==> src/smcf_consts.svh <==
// constants for the second smbus port configuration block
// assumes inclusion by bare name from the package and design files
`ifndef SMCF_CONSTS_SVH
`define SMCF_CONSTS_SVH
`define SMCF_CFG_ADDR       8'hc1
`define SMCF_CFG_RESET      8'h00
`define SMCF_BIT_PORT_ON    7
`define SMCF_BIT_SLV_MASK   6
`define SMCF_BIT_XFER       5
`define SMCF_BIT_EXTEND     4
`define SMCF_BIT_LOW_TO     3
`define SMCF_BIT_FREE_TO    2
`define SMCF_SRC_HI         1
`define SMCF_SRC_LO         0
`define SMCF_FREE_PERIODS   4'ha
`define SMCF_SRC_T0         2'h0
`define SMCF_SRC_T5         2'h1
`define SMCF_SRC_T2H        2'h2
`define SMCF_SRC_T2L        2'h3
`endif

==> src/smcf_pkg.sv <==
// types for the smbus port configuration block
// assumes smcf_consts.svh is on the include path
`include "smcf_consts.svh"
package smcf_pkg;
  typedef enum logic [1:0] {SMCF_SRC_TMR0, SMCF_SRC_TMR5, SMCF_SRC_TMR2H, SMCF_SRC_TMR2L} smcf_src_t;
  typedef enum {SMCF_IDLE, SMCF_BUSY} smcf_state_t;
endpackage : smcf_pkg

==> src/smcf_pin_if.sv <==
// carrier for the synchronised wire levels between the top and the line watcher
// assumes one clock domain, mclk
interface smcf_pin_if;
  logic sda;   // synchronised data wire
  logic scl;   // synchronised clock wire
  logic start; // start seen, one-cycle pulse
  logic stop;  // stop seen, one-cycle pulse
  modport watcher (output sda, output scl, output start, output stop);
  modport user (input sda, input scl, input start, input stop);
endinterface : smcf_pin_if

==> src/smcf_line_watch.sv <==
// line watcher: synchronises both wires and flags start and stop
// assumes asynchronous wires; three flops, change counted when stages two and three agree
module smcf_line_watch
  import smcf_pkg::*;
(
  input  wire logic   mclk,     // system clock
  input  wire logic   resetn,   // async reset, active low
  input  wire logic   clk_en,   // freezes state while low
  input  wire logic   sda_in,   // raw data wire
  input  wire logic   scl_in,   // raw clock wire
  smcf_pin_if.watcher pins      // filtered levels and events
);
  logic [2:0] sda_sync;
  logic [2:0] scl_sync;
  logic       sda_q;
  logic       scl_q;
  wire        sda_agree = (sda_sync[1] == sda_sync[2]);
  wire        scl_agree = (scl_sync[1] == scl_sync[2]);
  wire        next_sda  = sda_agree ? sda_sync[2] : sda_q;
  wire        next_scl  = scl_agree ? scl_sync[2] : scl_q;
  // idle bus is high; reset to high so no false event appears at release
  always_ff @(posedge mclk or negedge resetn)
  begin
    if (!resetn)
    begin
      sda_sync <= 3'h7;
      scl_sync <= 3'h7;
      sda_q    <= 1'b1;
      scl_q    <= 1'b1;
    end
    else if (clk_en)
    begin
      sda_sync <= {sda_sync[1:0], sda_in};
      scl_sync <= {scl_sync[1:0], scl_in};
      sda_q    <= next_sda;
      scl_q    <= next_scl;
    end
  end
  assign pins.sda   = sda_q;
  assign pins.scl   = scl_q;
  assign pins.start = clk_en && sda_q && !next_sda && scl_q && next_scl;
  assign pins.stop  = clk_en && !sda_q && next_sda && scl_q && next_scl;
endmodule : smcf_line_watch

==> src/smcf_port_cfg.sv <==
// configuration and busy tracking for the second smbus port
// assumes a byte-wide special-function register port and an outside byte engine
// What this block does
// setting bit 7 switches the port on and it watches both wires while the bit stays set.
// while bit 6 is 1, slave-side events raise no interrupt.
// master-mode interrupts pass whatever bit 6 holds.
// hardware sets the read-only busy flag in bit 5 while a transfer runs; writes cannot change it.
// the busy flag clears on a stop or on free-timeout expiry.
// with free timeout on, both wires high for more than 10 source periods frees the bus.
// bit 4 selects normal (0) or extended (1) data setup and hold timing.
// bits 1:0 select timer 0, timer 5, timer 2 high or timer 2 low overflow as bit-rate source.
// writable bits read back what was written and all bits reset to zero.
`include "smcf_consts.svh"
module smcf_port_cfg
  import smcf_pkg::*;
#(
  parameter int FREE_PERIODS = 10 // source periods of idle before bus is free
)
(
  input  wire logic       mclk,          // system clock, 100 MHz
  input  wire logic       resetn,        // async reset, active low
  input  wire logic       clk_en,        // freezes all state while low
  input  wire logic [7:0] sfr_addr,      // register address
  input  wire logic [7:0] sfr_wdata,     // write data
  input  wire logic       sfr_wr,        // write strobe
  input  wire logic       sfr_rd,        // read strobe
  output logic      [7:0] sfr_rdata,     // read data, registered
  input  wire logic       port1_data_wire,  // data wire level
  input  wire logic       port1_clock_wire, // clock wire level
  input  wire logic       tmr0_ovf,      // timer 0 overflow pulse
  input  wire logic       tmr5_ovf,      // timer 5 overflow pulse
  input  wire logic       tmr2h_ovf,     // timer 2 high byte overflow pulse
  input  wire logic       tmr2l_ovf,     // timer 2 low byte overflow pulse
  input  wire logic       slave_evt,     // slave-side event from byte engine
  input  wire logic       master_evt,    // master-side event from byte engine
  output logic            irq,           // interrupt request pulse
  output logic            port_on,       // interface enabled
  output logic            xfer_active,   // bus busy flag
  output logic            sda_timing_extend, // extended setup and hold
  output logic            low_timeout_on,    // scl low timeout enable
  output logic            bitrate_tick,  // selected source overflow, one cycle
  output logic            start_seen,    // start observed on bus
  output logic            stop_seen      // stop observed on bus
);
  // the idle counter is eight bits wide and must see at least one period
  if (FREE_PERIODS < 1 || FREE_PERIODS > 255)
  begin : g_bad_periods
    $error("FREE_PERIODS out of range");
  end

  logic [7:0] port1_cfg_reg;
  logic [7:0] free_cnt;
  smcf_state_t state;
  smcf_pin_if  pins ();

  smcf_line_watch u_watch (
    .mclk   (mclk),
    .resetn (resetn),
    .clk_en (clk_en),
    .sda_in (port1_data_wire),
    .scl_in (port1_clock_wire),
    .pins   (pins)
  );

  wire        cfg_sel         = (sfr_addr == `SMCF_CFG_ADDR);
  wire        cfg_wr          = clk_en && sfr_wr && cfg_sel;
  wire        en              = port1_cfg_reg[`SMCF_BIT_PORT_ON];
  wire        slave_irq_mask  = port1_cfg_reg[`SMCF_BIT_SLV_MASK];
  wire        free_timeout_on = port1_cfg_reg[`SMCF_BIT_FREE_TO];
  wire [1:0]  bitrate_src_sel = port1_cfg_reg[`SMCF_SRC_HI:`SMCF_SRC_LO];
  wire        busy            = (state == SMCF_BUSY);
  // source mux: the four overflow pulses share one tick
  wire        src_tick        = (bitrate_src_sel == `SMCF_SRC_T0)  ? tmr0_ovf  :
                                (bitrate_src_sel == `SMCF_SRC_T5)  ? tmr5_ovf  :
                                (bitrate_src_sel == `SMCF_SRC_T2H) ? tmr2h_ovf : tmr2l_ovf;
  wire        both_high       = pins.sda && pins.scl;
  wire        free_expire     = en && free_timeout_on && both_high && src_tick &&
                                (free_cnt == 8'(FREE_PERIODS));
  wire        ev_start        = en && pins.start;
  wire        ev_stop         = en && pins.stop;
  wire        next_irq        = en && ((slave_evt && !slave_irq_mask) || master_evt);
  wire [7:0]  rd_view         = {port1_cfg_reg[7:6], busy, port1_cfg_reg[4:0]};
  wire [7:0]  next_rdata      = (sfr_rd && cfg_sel) ? rd_view : 8'h00;

  // config bits: busy position is never stored from software
  always_ff @(posedge mclk or negedge resetn)
  begin
    if (!resetn)
      port1_cfg_reg <= `SMCF_CFG_RESET;
    else if (cfg_wr)
      port1_cfg_reg <= sfr_wdata & ~(8'h01 << `SMCF_BIT_XFER);
  end

  // idle counter counts source periods while both wires stay high; one past the limit frees
  always_ff @(posedge mclk or negedge resetn)
  begin
    if (!resetn)
      free_cnt <= 8'h00;
    else if (clk_en)
    begin
      if (!both_high || !en)
        free_cnt <= 8'h00;
      else if (src_tick && free_cnt != 8'hff)
        free_cnt <= free_cnt + 8'h01;
    end
  end

  // a start in the same cycle as a stop or timeout keeps the bus busy
  always_ff @(posedge mclk or negedge resetn)
  begin
    if (!resetn)
      state <= SMCF_IDLE;
    else if (clk_en)
    begin
      unique case (state)
        SMCF_IDLE:
          if (ev_start)
            state <= SMCF_BUSY;
        SMCF_BUSY:
          if (!en || ((ev_stop || free_expire) && !ev_start))
            state <= SMCF_IDLE;
      endcase
    end
  end

  always_ff @(posedge mclk or negedge resetn)
  begin
    if (!resetn)
    begin
      sfr_rdata         <= 8'h00;
      irq               <= 1'b0;
      port_on           <= 1'b0;
      xfer_active       <= 1'b0;
      sda_timing_extend <= 1'b0;
      low_timeout_on    <= 1'b0;
      bitrate_tick      <= 1'b0;
      start_seen        <= 1'b0;
      stop_seen         <= 1'b0;
    end
    else if (clk_en)
    begin
      sfr_rdata         <= next_rdata;
      irq               <= next_irq;
      port_on           <= en;
      xfer_active       <= busy;
      sda_timing_extend <= port1_cfg_reg[`SMCF_BIT_EXTEND];
      low_timeout_on    <= port1_cfg_reg[`SMCF_BIT_LOW_TO];
      bitrate_tick      <= en && src_tick;
      start_seen        <= ev_start;
      stop_seen         <= ev_stop;
    end
  end

  slave_inhibit_a: assert property (@(posedge mclk) disable iff (!resetn)
    (clk_en && slave_irq_mask && !master_evt) |=> !irq)
    else $error("slave event raised an interrupt while inhibited");
  master_pass_a: assert property (@(posedge mclk) disable iff (!resetn)
    (clk_en && en && master_evt) |=> irq)
    else $error("master event lost");
  busy_set_a: assert property (@(posedge mclk) disable iff (!resetn)
    (clk_en && ev_start) |=> busy)
    else $error("start did not set busy");
  busy_clear_a: assert property (@(posedge mclk) disable iff (!resetn)
    (clk_en && busy && en && ev_stop && !ev_start) |=> !busy)
    else $error("stop did not clear busy");
  busy_ro_a: assert property (@(posedge mclk) disable iff (!resetn)
    cfg_wr |=> (busy == $past(busy) || $past(ev_start || ev_stop || free_expire || !en)))
    else $error("write changed busy");
  free_limit_a: assert property (@(posedge mclk) disable iff (!resetn)
    (clk_en && en && busy && both_high && src_tick && free_cnt < 8'(FREE_PERIODS)) |=> busy)
    else $error("free timeout too early");
  readback_a: assert property (@(posedge mclk) disable iff (!resetn)
    cfg_wr |=> (port1_cfg_reg == ($past(sfr_wdata) & 8'hdf)))
    else $error("config did not hold written value");
  extend_out_a: assert property (@(posedge mclk) disable iff (!resetn)
    clk_en |=> (sda_timing_extend == $past(port1_cfg_reg[`SMCF_BIT_EXTEND])))
    else $error("timing extend not following bit");
  port_on_a: assert property (@(posedge mclk) disable iff (!resetn)
    (clk_en && !en) |=> (!port_on && !start_seen && !stop_seen))
    else $error("start seen while port off");
  port_follow_a: assert property (@(posedge mclk) disable iff (!resetn)
    clk_en |=> (port_on == $past(en)))
    else $error("enable output not following bit");
  off_idle_a: assert property (@(posedge mclk) disable iff (!resetn)
    (clk_en && !en) |=> !busy)
    else $error("busy held while port off");
  irq_off_a: assert property (@(posedge mclk) disable iff (!resetn)
    (clk_en && !en) |=> !irq)
    else $error("interrupt while port off");
  slave_pass_a: assert property (@(posedge mclk) disable iff (!resetn)
    (clk_en && en && slave_evt && !slave_irq_mask) |=> irq)
    else $error("slave event lost while not inhibited");
  busy_bit_a: assert property (@(posedge mclk) disable iff (!resetn)
    !port1_cfg_reg[`SMCF_BIT_XFER])
    else $error("busy position stored from software");
  xfer_out_a: assert property (@(posedge mclk) disable iff (!resetn)
    clk_en |=> (xfer_active == $past(busy)))
    else $error("busy output not following state");
  busy_view_a: assert property (@(posedge mclk) disable iff (!resetn)
    (clk_en && sfr_rd && cfg_sel) |=> (sfr_rdata[`SMCF_BIT_XFER] == $past(busy)))
    else $error("read does not show busy");
  timeout_clear_a: assert property (@(posedge mclk) disable iff (!resetn)
    (clk_en && busy && free_expire && !ev_start) |=> !busy)
    else $error("free timeout did not clear busy");
  free_count_a: assert property (@(posedge mclk) disable iff (!resetn)
    (clk_en && en && both_high && src_tick && free_cnt != 8'hff) |=> (free_cnt == $past(free_cnt) + 8'h01))
    else $error("idle counter missed a source period");
  free_restart_a: assert property (@(posedge mclk) disable iff (!resetn)
    (clk_en && !both_high) |=> (free_cnt == 8'h00))
    else $error("idle counter kept counting with a wire low");
  // with the timeout off only a stop or disabling the port may free the bus
  free_off_a: assert property (@(posedge mclk) disable iff (!resetn)
    (clk_en && en && busy && !free_timeout_on && !ev_stop) |=> busy)
    else $error("bus freed with free timeout off");
  tick_t5_a: assert property (@(posedge mclk) disable iff (!resetn)
    (clk_en && en && bitrate_src_sel == `SMCF_SRC_T5) |=> (bitrate_tick == $past(tmr5_ovf)))
    else $error("timer 5 tick not routed");
  tick_t2h_a: assert property (@(posedge mclk) disable iff (!resetn)
    (clk_en && en && bitrate_src_sel == `SMCF_SRC_T2H) |=> (bitrate_tick == $past(tmr2h_ovf)))
    else $error("timer 2 high tick not routed");
  tick_off_a: assert property (@(posedge mclk) disable iff (!resetn)
    (clk_en && !en) |=> !bitrate_tick)
    else $error("tick while port off");
  read_idle_a: assert property (@(posedge mclk) disable iff (!resetn)
    (clk_en && !(sfr_rd && cfg_sel)) |=> (sfr_rdata == 8'h00))
    else $error("read data without a read");
  // a low enable must hold the config bits, idle counter, bus state and a pending interrupt
  freeze_a: assert property (@(posedge mclk) disable iff (!resetn)
    (!clk_en) |=> ($stable(port1_cfg_reg) && $stable(free_cnt) && $stable(state) && $stable(irq)))
    else $error("state moved while clock enable low");
endmodule : smcf_port_cfg

==> config.mk <==
export PLATFORM = sky130hd
export DESIGN_NAME = smcf_port_cfg
export DESIGN_NICKNAME = d
export VERILOG_FILES = /design/src/smcf_pkg.sv /design/src/smcf_pin_if.sv /design/src/smcf_line_watch.sv /design/src/smcf_port_cfg.sv
export VERILOG_INCLUDE_DIRS = /design/src
export SDC_FILE = /design/constraint.sdc
export NUM_CORES = 1
export LEC_CHECK = 0
export ABC_CLOCK_PERIOD_IN_PS = 2100
export BUFFER_PORTS_ARGS = -buffer_cell sky130_fd_sc_hd__buf_2
export CAP_MARGIN = 10
export CORE_MARGIN = 2
export CORE_UTILIZATION = 52
export DETAILED_ROUTE_END_ITERATION = 10
export MAX_ROUTING_LAYER = met4
export PLACE_DENSITY = 0.78
export SLEW_MARGIN = 20
export SYNTH_ARGS = -nofsm -noshare
export SYNTH_HDL_FRONTEND = slang
export SYNTH_SLANG_ARGS = --single-unit
==> constraint.sdc <==
create_clock -name mclk -period 2.1 [get_ports mclk]
set_input_delay 0.21 -clock mclk [delete_from_list [all_inputs] [get_ports mclk]]
set_output_delay 0.21 -clock mclk [all_outputs]
set_load 0.05 [all_outputs]
==> run summary, run 1 <==
- **status** completed
- **cell with the most instances after synthesis** dfrtp_1
- **number of global-route vias before repair** 1460
- **Min-Delay Path Class** in2reg
- **synthesized-area fraction occupied by adder cells** 0.0197
- **number of warnings reported in the yosys synthesis log** 0
- **cell type contributing the most total cell area after synthesis** dfrtp_1
- **startpoint types** flop
- **die outline width** 62.5 microns
- **IO buf count** 43
- **static leakage** 1.02 nW
- **violation count after the first detailed-route iteration** 41
- **total number of nets in the final design** 229
- **PD cells** 668 nW/um^2
- **IR Drop Worst-Case VDD** 0.555 mV
- **post-synthesis instance area** 1780 sq um
- **total congestion overflow** 0
- **Yosys cell types** 37
- **Slew headroom** 0.444
- **total die area** 3910 sq um
- **Post-DRT Antenna Nets** 0
- **CTS tree** yes
- **post-synthesis register bit count** 40
- **buffers from clock root to sink, at most** 2
- **critical-path cell with the highest stage delay** mux4_2
- **CTS buffer count** 5
- **unrepaired setup endpoints after global routing** no
- **Worst Hold Margin** 80.7 ps
- **part of the Yosys area used for sequential elements** 0.567
- **maximum clock skew at final layout** 10.3 ps
- **maximum fanout count along the critical path** 6
- **Core ar.** 3310 sq um
- **most used flip-flop cell after synthesis** dfrtp_1
- **CP Buf/Inv Count** 0
- **Data required, critical path** 2390 ps
- **I/O pin cnt** 45
- **synth cell count leaders** dfrtp_1, mux2_2, nand2_1, inv_1
- **HPWL Detailed** 2740 microns
- **maxcap violations** 0
- **TritonCTS sink count** 40
- **Filler Cells Inserted** 285
- **arrival time at the worst endpoint** 2050 ps
- **fraction of layout cells with a size suffix above 1** 0.392
- **antenna violations before repair** 0
- **classification of the worst setup path** reg2reg
- **clock latency reported for the late side of the worst-skew pair** 360 ps
- **GR Util All Layers** 0.221
- **total DRC errors in the routed layout** 0
- **main combinational cell family by area after synthesis** simple AND/OR/NAND/NOR gates
- **clock root buffer** clkbuf_4
- **Pins Over Slew Limit** 0
- **standard-cell row count** 21
- **hold violation count in the final report** 0
- **async set-or-reset flop fraction in the synthesized netlist** 1.00
- **count of placed standard cells in the final layout, fillers left out** 245
- **Synth Area in XOR/XNOR** 0
- **largest net degree at the start of global routing** 41
- **Highest Clock Rate** 568 MHz
- **Slew @ Worst Pin** 834 ps
- **DRT Pass-1 Iters** 4
- **worst path cell trace** mux4_2 > nand3_1 > or4_1 > a21oi_1
- **deepest level of the CTS H-tree** 2
- **share of the synthesized area in the top cell type** 0.449
- **Antenna diodes** 0
- **number of setup buffers added after CTS** 0
- **mean routed wirelength per cell** 15.7 microns
- **final core occ** 0.638
- **Top delay family on crit path** simple AND/OR/NAND/NOR gates
- **number of flops mapped to enable cells by yosys** 0
- **final critical path time including I/O delays and setup** 1760 ps
- **routability-driven placement congestion ratio** 0.839
- **ratio of routed vias to standard cells** 5.79
- **share of the clock period used by the worst path after layout** 0.838
- **via count of the routed design** 1418
- **clock slew at reported path FFs** 120 ps
- **cells taking the most area after synthesis** dfrtp_1, dfstp_2, mux2_2, a22o_1, o21ai_0
- **synthesized net count** 181
- **Setup TNS** 0 ps
- **die outline height** 62.5 microns
- **maximum single-stage delay on the critical path** 460 ps
- **cell count after synthesis** 150
- **share of the synthesized area in compound gates (AO/OA/AOI/OAI)** 0.128
- **total length of routed wires** 3840 microns
- **synthesized area divided by synthesized cell count** 11.9 sq um
- **Post-CTS Resized** 0
- **initial standard-cell utilization of the core** 0.538
- **Power, Total** 1.41 mW
- **Layout Area Growth over Synthesis** 18.5%
- **multiplexer share of the synthesized area** 0.114
- **placed cells** 236
- **CP Capture Type** flop
- **share of synthesized cell area in and, or, nand and nor gates** 0.140
- **Final setup viols** 0
- **wire length of the first global-routing pass** 6530 microns
==> per-layer routing <==
layer | vias up | global-route usage | routed length, microns
met1 | 690 | 0.240 | 1560
met3 | 12 | 0.0577 | 247
li1 | 655 | - | -
met4 | 0 | 0.0889 | 87
met2 | 61 | 0.387 | 1950
met5 | - | - | 0
==> kinds of logic after synthesis <==
kind of cell / count (synthesis)
AO/OA/AOI/OAI: 33
AND/OR/NAND/NOR: 43
adder cells (fa/ha/maj): 3
multiplexers: 17
buffers and inverters: 14
flip-flops: 40
==> layout by cell type (no fill, tap or decap), types with 2 or more instances in the layout <==
cell type  instances
or3_1              2
and3_1             3
nand2_1           10
dfrtp_1           32
nor3_1             2
o22ai_1            2
or4_1              3
o21ai_0            8
mux2_2            16
clkbuf_4           5
inv_1              9
o41ai_1            2
a21oi_1            6
ha_1               2
nor4b_1            2
nor2_1             5
nand3_1            4
nand4_1            5
dfstp_2            8
buf_2             43
buf_4              2
a22o_1             8
==> through the flow <==
step	area [sq um]	worst slack [ps]
4_1_cts	2110	352
3_3_place_gp	2050	450
2_1_floorplan	1780	544
5_1_grt	2110	256
6_report	2110	340
3_5_place_dp	2050	375
==> worst paths after layout <==
| kind | start | endpoint | slack [ps] | depth (start not counted) |
|---|---|---|---|---|
| worst max-delay path | port1_cfg_reg[0] | free_cnt[5] | 340 | 4 |
| worst min-delay path | sfr_wdata[6] | port1_cfg_reg[6] | 80 | 2 |
| max in group asynchronous | resetn | free_cnt[0] | 1080 | 2 |
| worst min register to register | irq | irq | 500 | 1 |
| min in group asynchronous | resetn | free_cnt[6] | 490 | 2 |
| worst max register to register | port1_cfg_reg[0] | free_cnt[5] | 340 | 4 |
==> worst register-to-register path, delay by kind of cell (launching register included) <==
family,cells,cell delay (ps)
simple gates,2,660
mux,1,460
flops,1,420
compound gates,1,160
==> power by group <==
group / leakage [nW] / internal, mW / switching, mW
clock: 0.0282 / 0.129 / 0.256
combinational: 0.461 / 0.0683 / 0.0833
sequential: 0.530 / 0.836 / 0.0375
total: 1.02 / 1.03 / 0.376
==> layout make-up <==
class,count,area [sq um],area share
repair buffers,46,240,0.114
flip-flops and latches,40,1010,0.479
clock inverters,2,12.5,0.00593
well taps,46,57.6,0.0273
multi-input cells,96,714,0.338
inverters,9,33.8,0.0160
clock buffers,6,41.3,0.0196
==> timing repair <==
action / 4_1_cts / 5_1_grt
hold endpoints to repair: 32 / 0
hold buffers: 1 / 0
endpoints found under the setup margin: 0 / 0
Power figures use the tool's default switching activity.
==> run 2, diff against run 1 <==
--- a/config.mk
+++ b/config.mk
@@ -6,14 +6,14 @@
 export SDC_FILE = /design/constraint.sdc
 export NUM_CORES = 1
 export LEC_CHECK = 0
-export ABC_CLOCK_PERIOD_IN_PS = 2100
+export ABC_CLOCK_PERIOD_IN_PS = 1500
 export BUFFER_PORTS_ARGS = -buffer_cell sky130_fd_sc_hd__buf_2
 export CAP_MARGIN = 10
 export CORE_MARGIN = 2
-export CORE_UTILIZATION = 52
+export CORE_UTILIZATION = 47
 export DETAILED_ROUTE_END_ITERATION = 10
 export MAX_ROUTING_LAYER = met4
-export PLACE_DENSITY = 0.78
+export PLACE_DENSITY = 0.75
 export SLEW_MARGIN = 20
 export SYNTH_ARGS = -nofsm -noshare
 export SYNTH_HDL_FRONTEND = slang
==> constraint.sdc (replaced) <==
create_clock -name mclk -period 1.5 [get_ports mclk]
set_input_delay 0.15 -clock mclk [delete_from_list [all_inputs] [get_ports mclk]]
set_output_delay 0.15 -clock mclk [all_outputs]
set_load 0.05 [all_outputs]
==> run 2 against run 1 <==
Net effect: the run now ends with setup timing left; combinational power up 52%; fmax rose by 9.4%; highest routed layer unchanged; critical endpoint is now free_cnt[6]; utilization is 0.086 points lower; design area increased by 10%; sequential power up 39%.
==> run summary, run 2 (same netlist as run 1, synthesis figures left out) <==
- **CTS buffer count** 5, unchanged
- **PD cells** 999 nW/um^2, was 668 nW/um^2
- **setup slack after placement** -88.9 ps, was 375 ps
- **Antenna diodes** 0, unchanged
- **total DRC errors in the routed layout** 0, unchanged
- **die outline width** 65.6 microns, was 62.5 microns
- **placed cells** 252, was 236
- **Highest Clock Rate** 621 MHz, was 568 MHz
- **initial standard-cell utilization of the core** 0.487, was 0.538
- **IO buf count** 43, unchanged
- **Setup TNS** -529 ps, was 0 ps
- **leading cell types in the layout, fill and taps excluded** buf_2, dfrtp_1, buf_4, was buf_2, dfrtp_1, mux2_2
- **Layout Area Growth over Synthesis** 30.8%, was 18.5%
- **post-place instance area** 2160 sq um, was 2050 sq um
- **Power, Total** 2.33 mW, was 1.41 mW
- **startpoint types** flop, unchanged
- **via count of the routed design** 1469, was 1418
- **largest net degree at the start of global routing** 19, was 41
- **IR Drop Worst-Case VDD** 0.901 mV, was 0.555 mV
- **clock root buffer** clkbuf_8, was clkbuf_4
- **violated checks** setup timing
- **Final setup viols** 9, was 0
- **number of global-route vias before repair** 1487, was 1460
- **Pins Over Slew Limit** 0, unchanged
- **Min-Delay Path Class** in2reg, unchanged
- **antenna violations before repair** 0, unchanged
- **Slew headroom** 0.703, was 0.444
- **fraction of layout cells with a size suffix above 1** 0.472, was 0.392
- **total congestion overflow** 0, unchanged
- **standard-cell row count** 22, was 21
- **maximum clock skew at final layout** 3.80 ps, was 10.3 ps
- **hold violation count in the final report** 0, unchanged
- **clock slew at reported path FFs** 80 ps, was 120 ps
- **HPWL Detailed** 2960 microns, was 2740 microns
- **clock latency reported for the late side of the worst-skew pair** 300 ps, was 360 ps
- **maxcap violations** 0, unchanged
- **GR Util All Layers** 0.212, was 0.221
- **TritonCTS sink count** 40, unchanged
- **share of the clock period used by the worst path after layout** 1.07, was 0.838
- **Core ar.** 3660 sq um, was 3310 sq um
- **deepest level of the CTS H-tree** 2, unchanged
- **violation count after the first detailed-route iteration** 108, was 41
- **CP Capture Type** flop, unchanged
- **crit path setup slack, layout** -110 ps, was 340 ps
- **Filler Cells Inserted** 281, was 285
- **buffers from clock root to sink, at most** 2, unchanged
- **routability-driven placement congestion ratio** 0.874, was 0.839
- **total die area** 4300 sq um, was 3910 sq um
- **unrepaired setup endpoints after global routing** yes, was no
- **wire length of the first global-routing pass** 6610 microns, was 6530 microns
- **die outline height** 65.6 microns, was 62.5 microns
- **post-layout instance area** 2330 sq um, was 2110 sq um
- **Post-DRT Antenna Nets** 0, unchanged
- **arrival time at the worst endpoint** 1840 ps, was 2050 ps
- **total length of routed wires** 4080 microns, was 3840 microns
- **ratio of routed vias to standard cells** 5.56, was 5.79
- **total number of nets in the final design** 246, was 229
- **Worst Hold Margin** 77.0 ps, was 80.7 ps
- **final critical path time including I/O delays and setup** 1610 ps, was 1760 ps
- **final core occ** 0.637, was 0.638
- **Slew @ Worst Pin** 440 ps, was 834 ps
- **status** finished, violations left, was completed
- **I/O pin cnt** 45, unchanged
- **maximum fanout count along the critical path** 6, unchanged
- **Data required, critical path** 1730 ps, was 2390 ps
- **classification of the worst setup path** reg2reg, unchanged
- **most common cell after layout, fill and taps aside** buf_2, unchanged
- **count of placed standard cells in the final layout, fillers left out** 264, was 245
- **DRT Pass-1 Iters** 4, unchanged
- **CTS tree** yes, unchanged
- **mean routed wirelength per cell** 15.4 microns, was 15.7 microns
- **static leakage** 1.13 nW, was 1.02 nW
-- run 2: timing repair --
action | in CTS | in global routing
pin swaps | 2 | 0
hold endpoints to repair | 16 | 0
buffers inserted | 1 | 2
hold buffers | 1 | 0
endpoints found under the setup margin | 5 | 10
resized for setup | 1 | 5
-- run 2: path summary, 6_finish.rpt --
path | from | to | slack [ps] | depth (start not counted)
setup / recovery | port1_cfg_reg[0] | free_cnt[6] | -110 | 4
hold / removal | port1_data_wire | u_watch.sda_sync[0] | 80 | 2
setup reg to reg | port1_cfg_reg[0] | free_cnt[6] | -110 | 4
hold reg to reg | irq | irq | 490 | 1
max in group asynchronous | resetn | u_watch.sda_sync[1] | 620 | 3
min in group asynchronous | resetn | port1_cfg_reg[1] | 300 | 2
-- run 2: worst max-delay path, cell delays in order (launching register included) --
cell and delay [ps]:
dfrtp_1 400, mux4_2 450, nand2_4 80, or4_1 470, a21oi_1 130
-- run 2: where the power goes --
part           internal, mW  leakage (nW)  switching [mW]  total [mW]
Combinational         0.111         0.549           0.120       0.231
Sequential             1.17         0.530          0.0447        1.21
Clock                 0.492        0.0541           0.392       0.884
Total                  1.77          1.13           0.557        2.33
-- run 2: area by class of cell --
cell class | instances | area [sq um] | share of cell area
Clock buffer | 5 | 68.8 | 0.0295
Clock inverter | 3 | 42.5 | 0.0183
Inverter | 9 | 33.8 | 0.0145
Multi-Input combinational cell | 96 | 747 | 0.320
Sequential cell | 40 | 1010 | 0.434
Tap cell | 48 | 60.1 | 0.0258
Timing Repair Buffer | 63 | 368 | 0.158
-- run 2: routing by layer --
layer | vias to the layer above | global-route usage | routed length (microns)
li1 | 694 | - | -
met1 | 715 | 0.235 | 1680
met2 | 46 | 0.358 | 2110
met3 | 14 | 0.0531 | 182
met4 | 0 | 0.104 | 109
met5 | - | - | 0
==> run 3, diff against run 2 <==
==> constraint.sdc (replaced) <==
create_clock -name mclk -period 1.5 [get_ports mclk]
set_input_delay 0.075 -clock mclk [delete_from_list [all_inputs] [get_ports mclk]]
set_output_delay 0.075 -clock mclk [all_outputs]
set_load 0.05 [all_outputs]
==> run 3 against run 2 <==
Net effect: the flow still finishes with violations (setup timing); die area is the same; sequential share of layout area is 0.88 points higher; fmax is 0.31% higher; routed wire length down 3.9%; non-clock buffer count shrank 2; combinational power is 2% lower; flip-flop and latch count unchanged; sequential power hardly changed; clock power decreased by 21%; count of clock-buffer cells in the layout stayed put; utilization is 1.3 points lower; critical path type unchanged; critical endpoint unchanged; highest routed layer unchanged.
==> run summary, run 3 (same netlist as run 1, synthesis figures left out) <==
- **I/O pin cnt** 45, unchanged
- **HPWL Detailed** 2880 microns, was 2960 microns
- **Worst Hold Margin** 15.5 ps, was 77.0 ps
- **violated checks** setup timing, unchanged
- **static leakage** 1.11 nW, was 1.13 nW
- **Setup TNS** -276 ps, was -529 ps
- **deepest level of the CTS H-tree** 2, unchanged
- **Data required, critical path** 1720 ps, was 1730 ps
- **violation count after the first detailed-route iteration** 115, was 108
- **status** finished, violations left, unchanged
- **leading cell types in the layout, fill and taps excluded** buf_2, dfrtp_1, buf_4, unchanged
- **die outline height** 65.6 microns, unchanged
- **mean routed wirelength per cell** 15.0 microns, was 15.4 microns
- **Final setup viols** 5, was 9
- **ratio of routed vias to standard cells** 5.40, was 5.56
- **IR Drop Worst-Case VDD** 0.692 mV, was 0.901 mV
- **TritonCTS sink count** 40, unchanged
- **Slew @ Worst Pin** 489 ps, was 440 ps
- **GR Util All Layers** 0.203, was 0.212
- **Min-Delay Path Class** in2reg, unchanged
- **clock root buffer** clkbuf_8, unchanged
- **wire length of the first global-routing pass** 6490 microns, was 6610 microns
- **post-place instance area** 2150 sq um, was 2160 sq um
- **final core occ** 0.624, was 0.637
- **total congestion overflow** 0, unchanged
- **hold violation count in the final report** 0, unchanged
- **arrival time at the worst endpoint** 1830 ps, was 1840 ps
- **routability-driven placement congestion ratio** 0.897, was 0.874
- **fraction of layout cells with a size suffix above 1** 0.463, was 0.472
- **via count of the routed design** 1415, was 1469
- **power spent charging and discharging nets** 0.543 mW, was 0.557 mW
- **final critical path time including I/O delays and setup** 1600 ps, was 1610 ps
- **clock latency reported for the late side of the worst-skew pair** 290 ps, was 300 ps
- **Core ar.** 3660 sq um, unchanged
- **unrepaired setup endpoints after global routing** yes, unchanged
- **count of placed standard cells in the final layout, fillers left out** 262, was 264
- **setup slack after placement** -75.4 ps, was -88.9 ps
- **DRT Pass-1 Iters** 4, unchanged
- **register-to-register path setup slack** -100 ps, was -110 ps
- **launching element of the worst setup path** port1_cfg_reg[0], unchanged
- **antenna violations before repair** 0, unchanged
- **total DRC errors in the routed layout** 0, unchanged
- **total number of nets in the final design** 244, was 246
- **CP Capture Type** flop, unchanged
- **crit path setup slack, layout** -105 ps, was -110 ps
- **post-layout instance area** 2280 sq um, was 2330 sq um
- **cell internal pwr** 1.60 mW, was 1.77 mW
- **number of global-route vias before repair** 1458, was 1487
- **share of power burned in combinational logic** 0.106, was 0.099
- **maximum fanout count along the critical path** 6, unchanged
- **Highest Clock Rate** 623 MHz, was 621 MHz
- **Worst R2R Path Depth** 4, unchanged
- **maxcap violations** 0, unchanged
- **Slew headroom** 0.674, was 0.703
- **IO buf count** 43, unchanged
- **total length of routed wires** 3920 microns, was 4080 microns
- **initial standard-cell utilization of the core** 0.487, unchanged
- **clock slew at reported path FFs** 80 ps, about the same
- **CTS buffer count** 5, unchanged
- **maximum clock skew at final layout** 10.3 ps, was 3.80 ps
- **share of the clock period used by the worst path after layout** 1.07, about the same
- **Post-DRT Antenna Nets** 0, unchanged
- **Filler Cells Inserted** 294, was 281
- **origin of the critical flop-to-flop path** port1_cfg_reg[0], unchanged
- **Power, Total** 2.14 mW, was 2.33 mW
- **Layout Area Growth over Synthesis** 28.2%, was 30.8%
- **Critical Path Sink** free_cnt[6], unchanged
- **die outline width** 65.6 microns, unchanged
- **CTS tree** yes, unchanged
- **total die area** 4300 sq um, unchanged
- **startpoint types** flop, unchanged
- **buffers from clock root to sink, at most** 2, unchanged
- **portion of total power attributed to sequential cells** 0.569, was 0.521
- **placed cells** 251, was 252
- **most common cell after layout, fill and taps aside** buf_2, unchanged
- **net switching fraction of the power** 0.254, was 0.239
- **PD cells** 937 nW/um^2, was 999 nW/um^2
- **largest net degree at the start of global routing** 41, was 19
- **classification of the worst setup path** reg2reg, unchanged
- **Antenna diodes** 0, unchanged
- **clock share of power** 0.325, was 0.380
- **standard-cell row count** 22, unchanged
- **reg-to-reg endpoint** free_cnt[6], unchanged
- **Pins Over Slew Limit** 0, unchanged
## run 3: repair_timing
item / 4_1_cts / 5_1_grt
endpoints found under the hold margin: 32 / 0
pin swaps: 1 / 3
setup buffers: 2 / 0
hold buffers: 1 / 0
setup endpoints to repair: 6 / 7
gates resized for setup: 1 / 4
## run 3: area by class of cell
cell class	instances	area (sq um)	area share
clock buffer	5	68.8	0.0301
clock inverter	3	18.8	0.00821
inverter	9	33.8	0.0148
multi-input combinational	96	739	0.324
sequential	40	1010	0.442
tap	48	60.1	0.0263
timing repair buffer	61	353	0.154
## run 3: worst min path at each step
stage | from | end | slack [ps] | depth (start not counted)
5_1_grt | port1_data_wire | u_watch.sda_sync[0] | 10 | 2
3_3_place_gp | resetn | sfr_rdata[0] | 150 | 2
6_report | sfr_wdata[7] | port1_cfg_reg[7] | 20 | 2
4_1_cts | sfr_wdata[7] | port1_cfg_reg[7] | 10 | 2
2_1_floorplan | resetn | bitrate_tick | -220 | 0
3_5_place_dp | resetn | sfr_rdata[1] | 150 | 2
## run 3: power by group through the flow
stage | combinational [mW] | clock, mW | sequential, mW
6_report | 0.227 | 0.695 | 1.22
5_1_grt | 0.246 | 0.758 | 1.23
4_1_cts | 0.228 | 0.702 | 1.22
3_5_place_dp | 0.222 | 0 | 1.24
3_3_place_gp | 0.212 | 0 | 1.23
2_1_floorplan | 0.111 | 0 | 1.24
## run 3: worst max-delay path, stage by stage, from the launching register on
cell and delay [ps]:
dfrtp_1 390, mux4_2 450, nand2_4 90, or4_4 480, a21oi_1 130
## run 3: per-layer routing
metal  vias to the layer above  wire length, microns  global-route usage
met5                         -                     0                   -
met4                         0                    41              0.0547
met3                         7                   114              0.0445
met2                        27                  2030               0.360
met1                       695                  1740               0.233
li1                        686                     -                   -
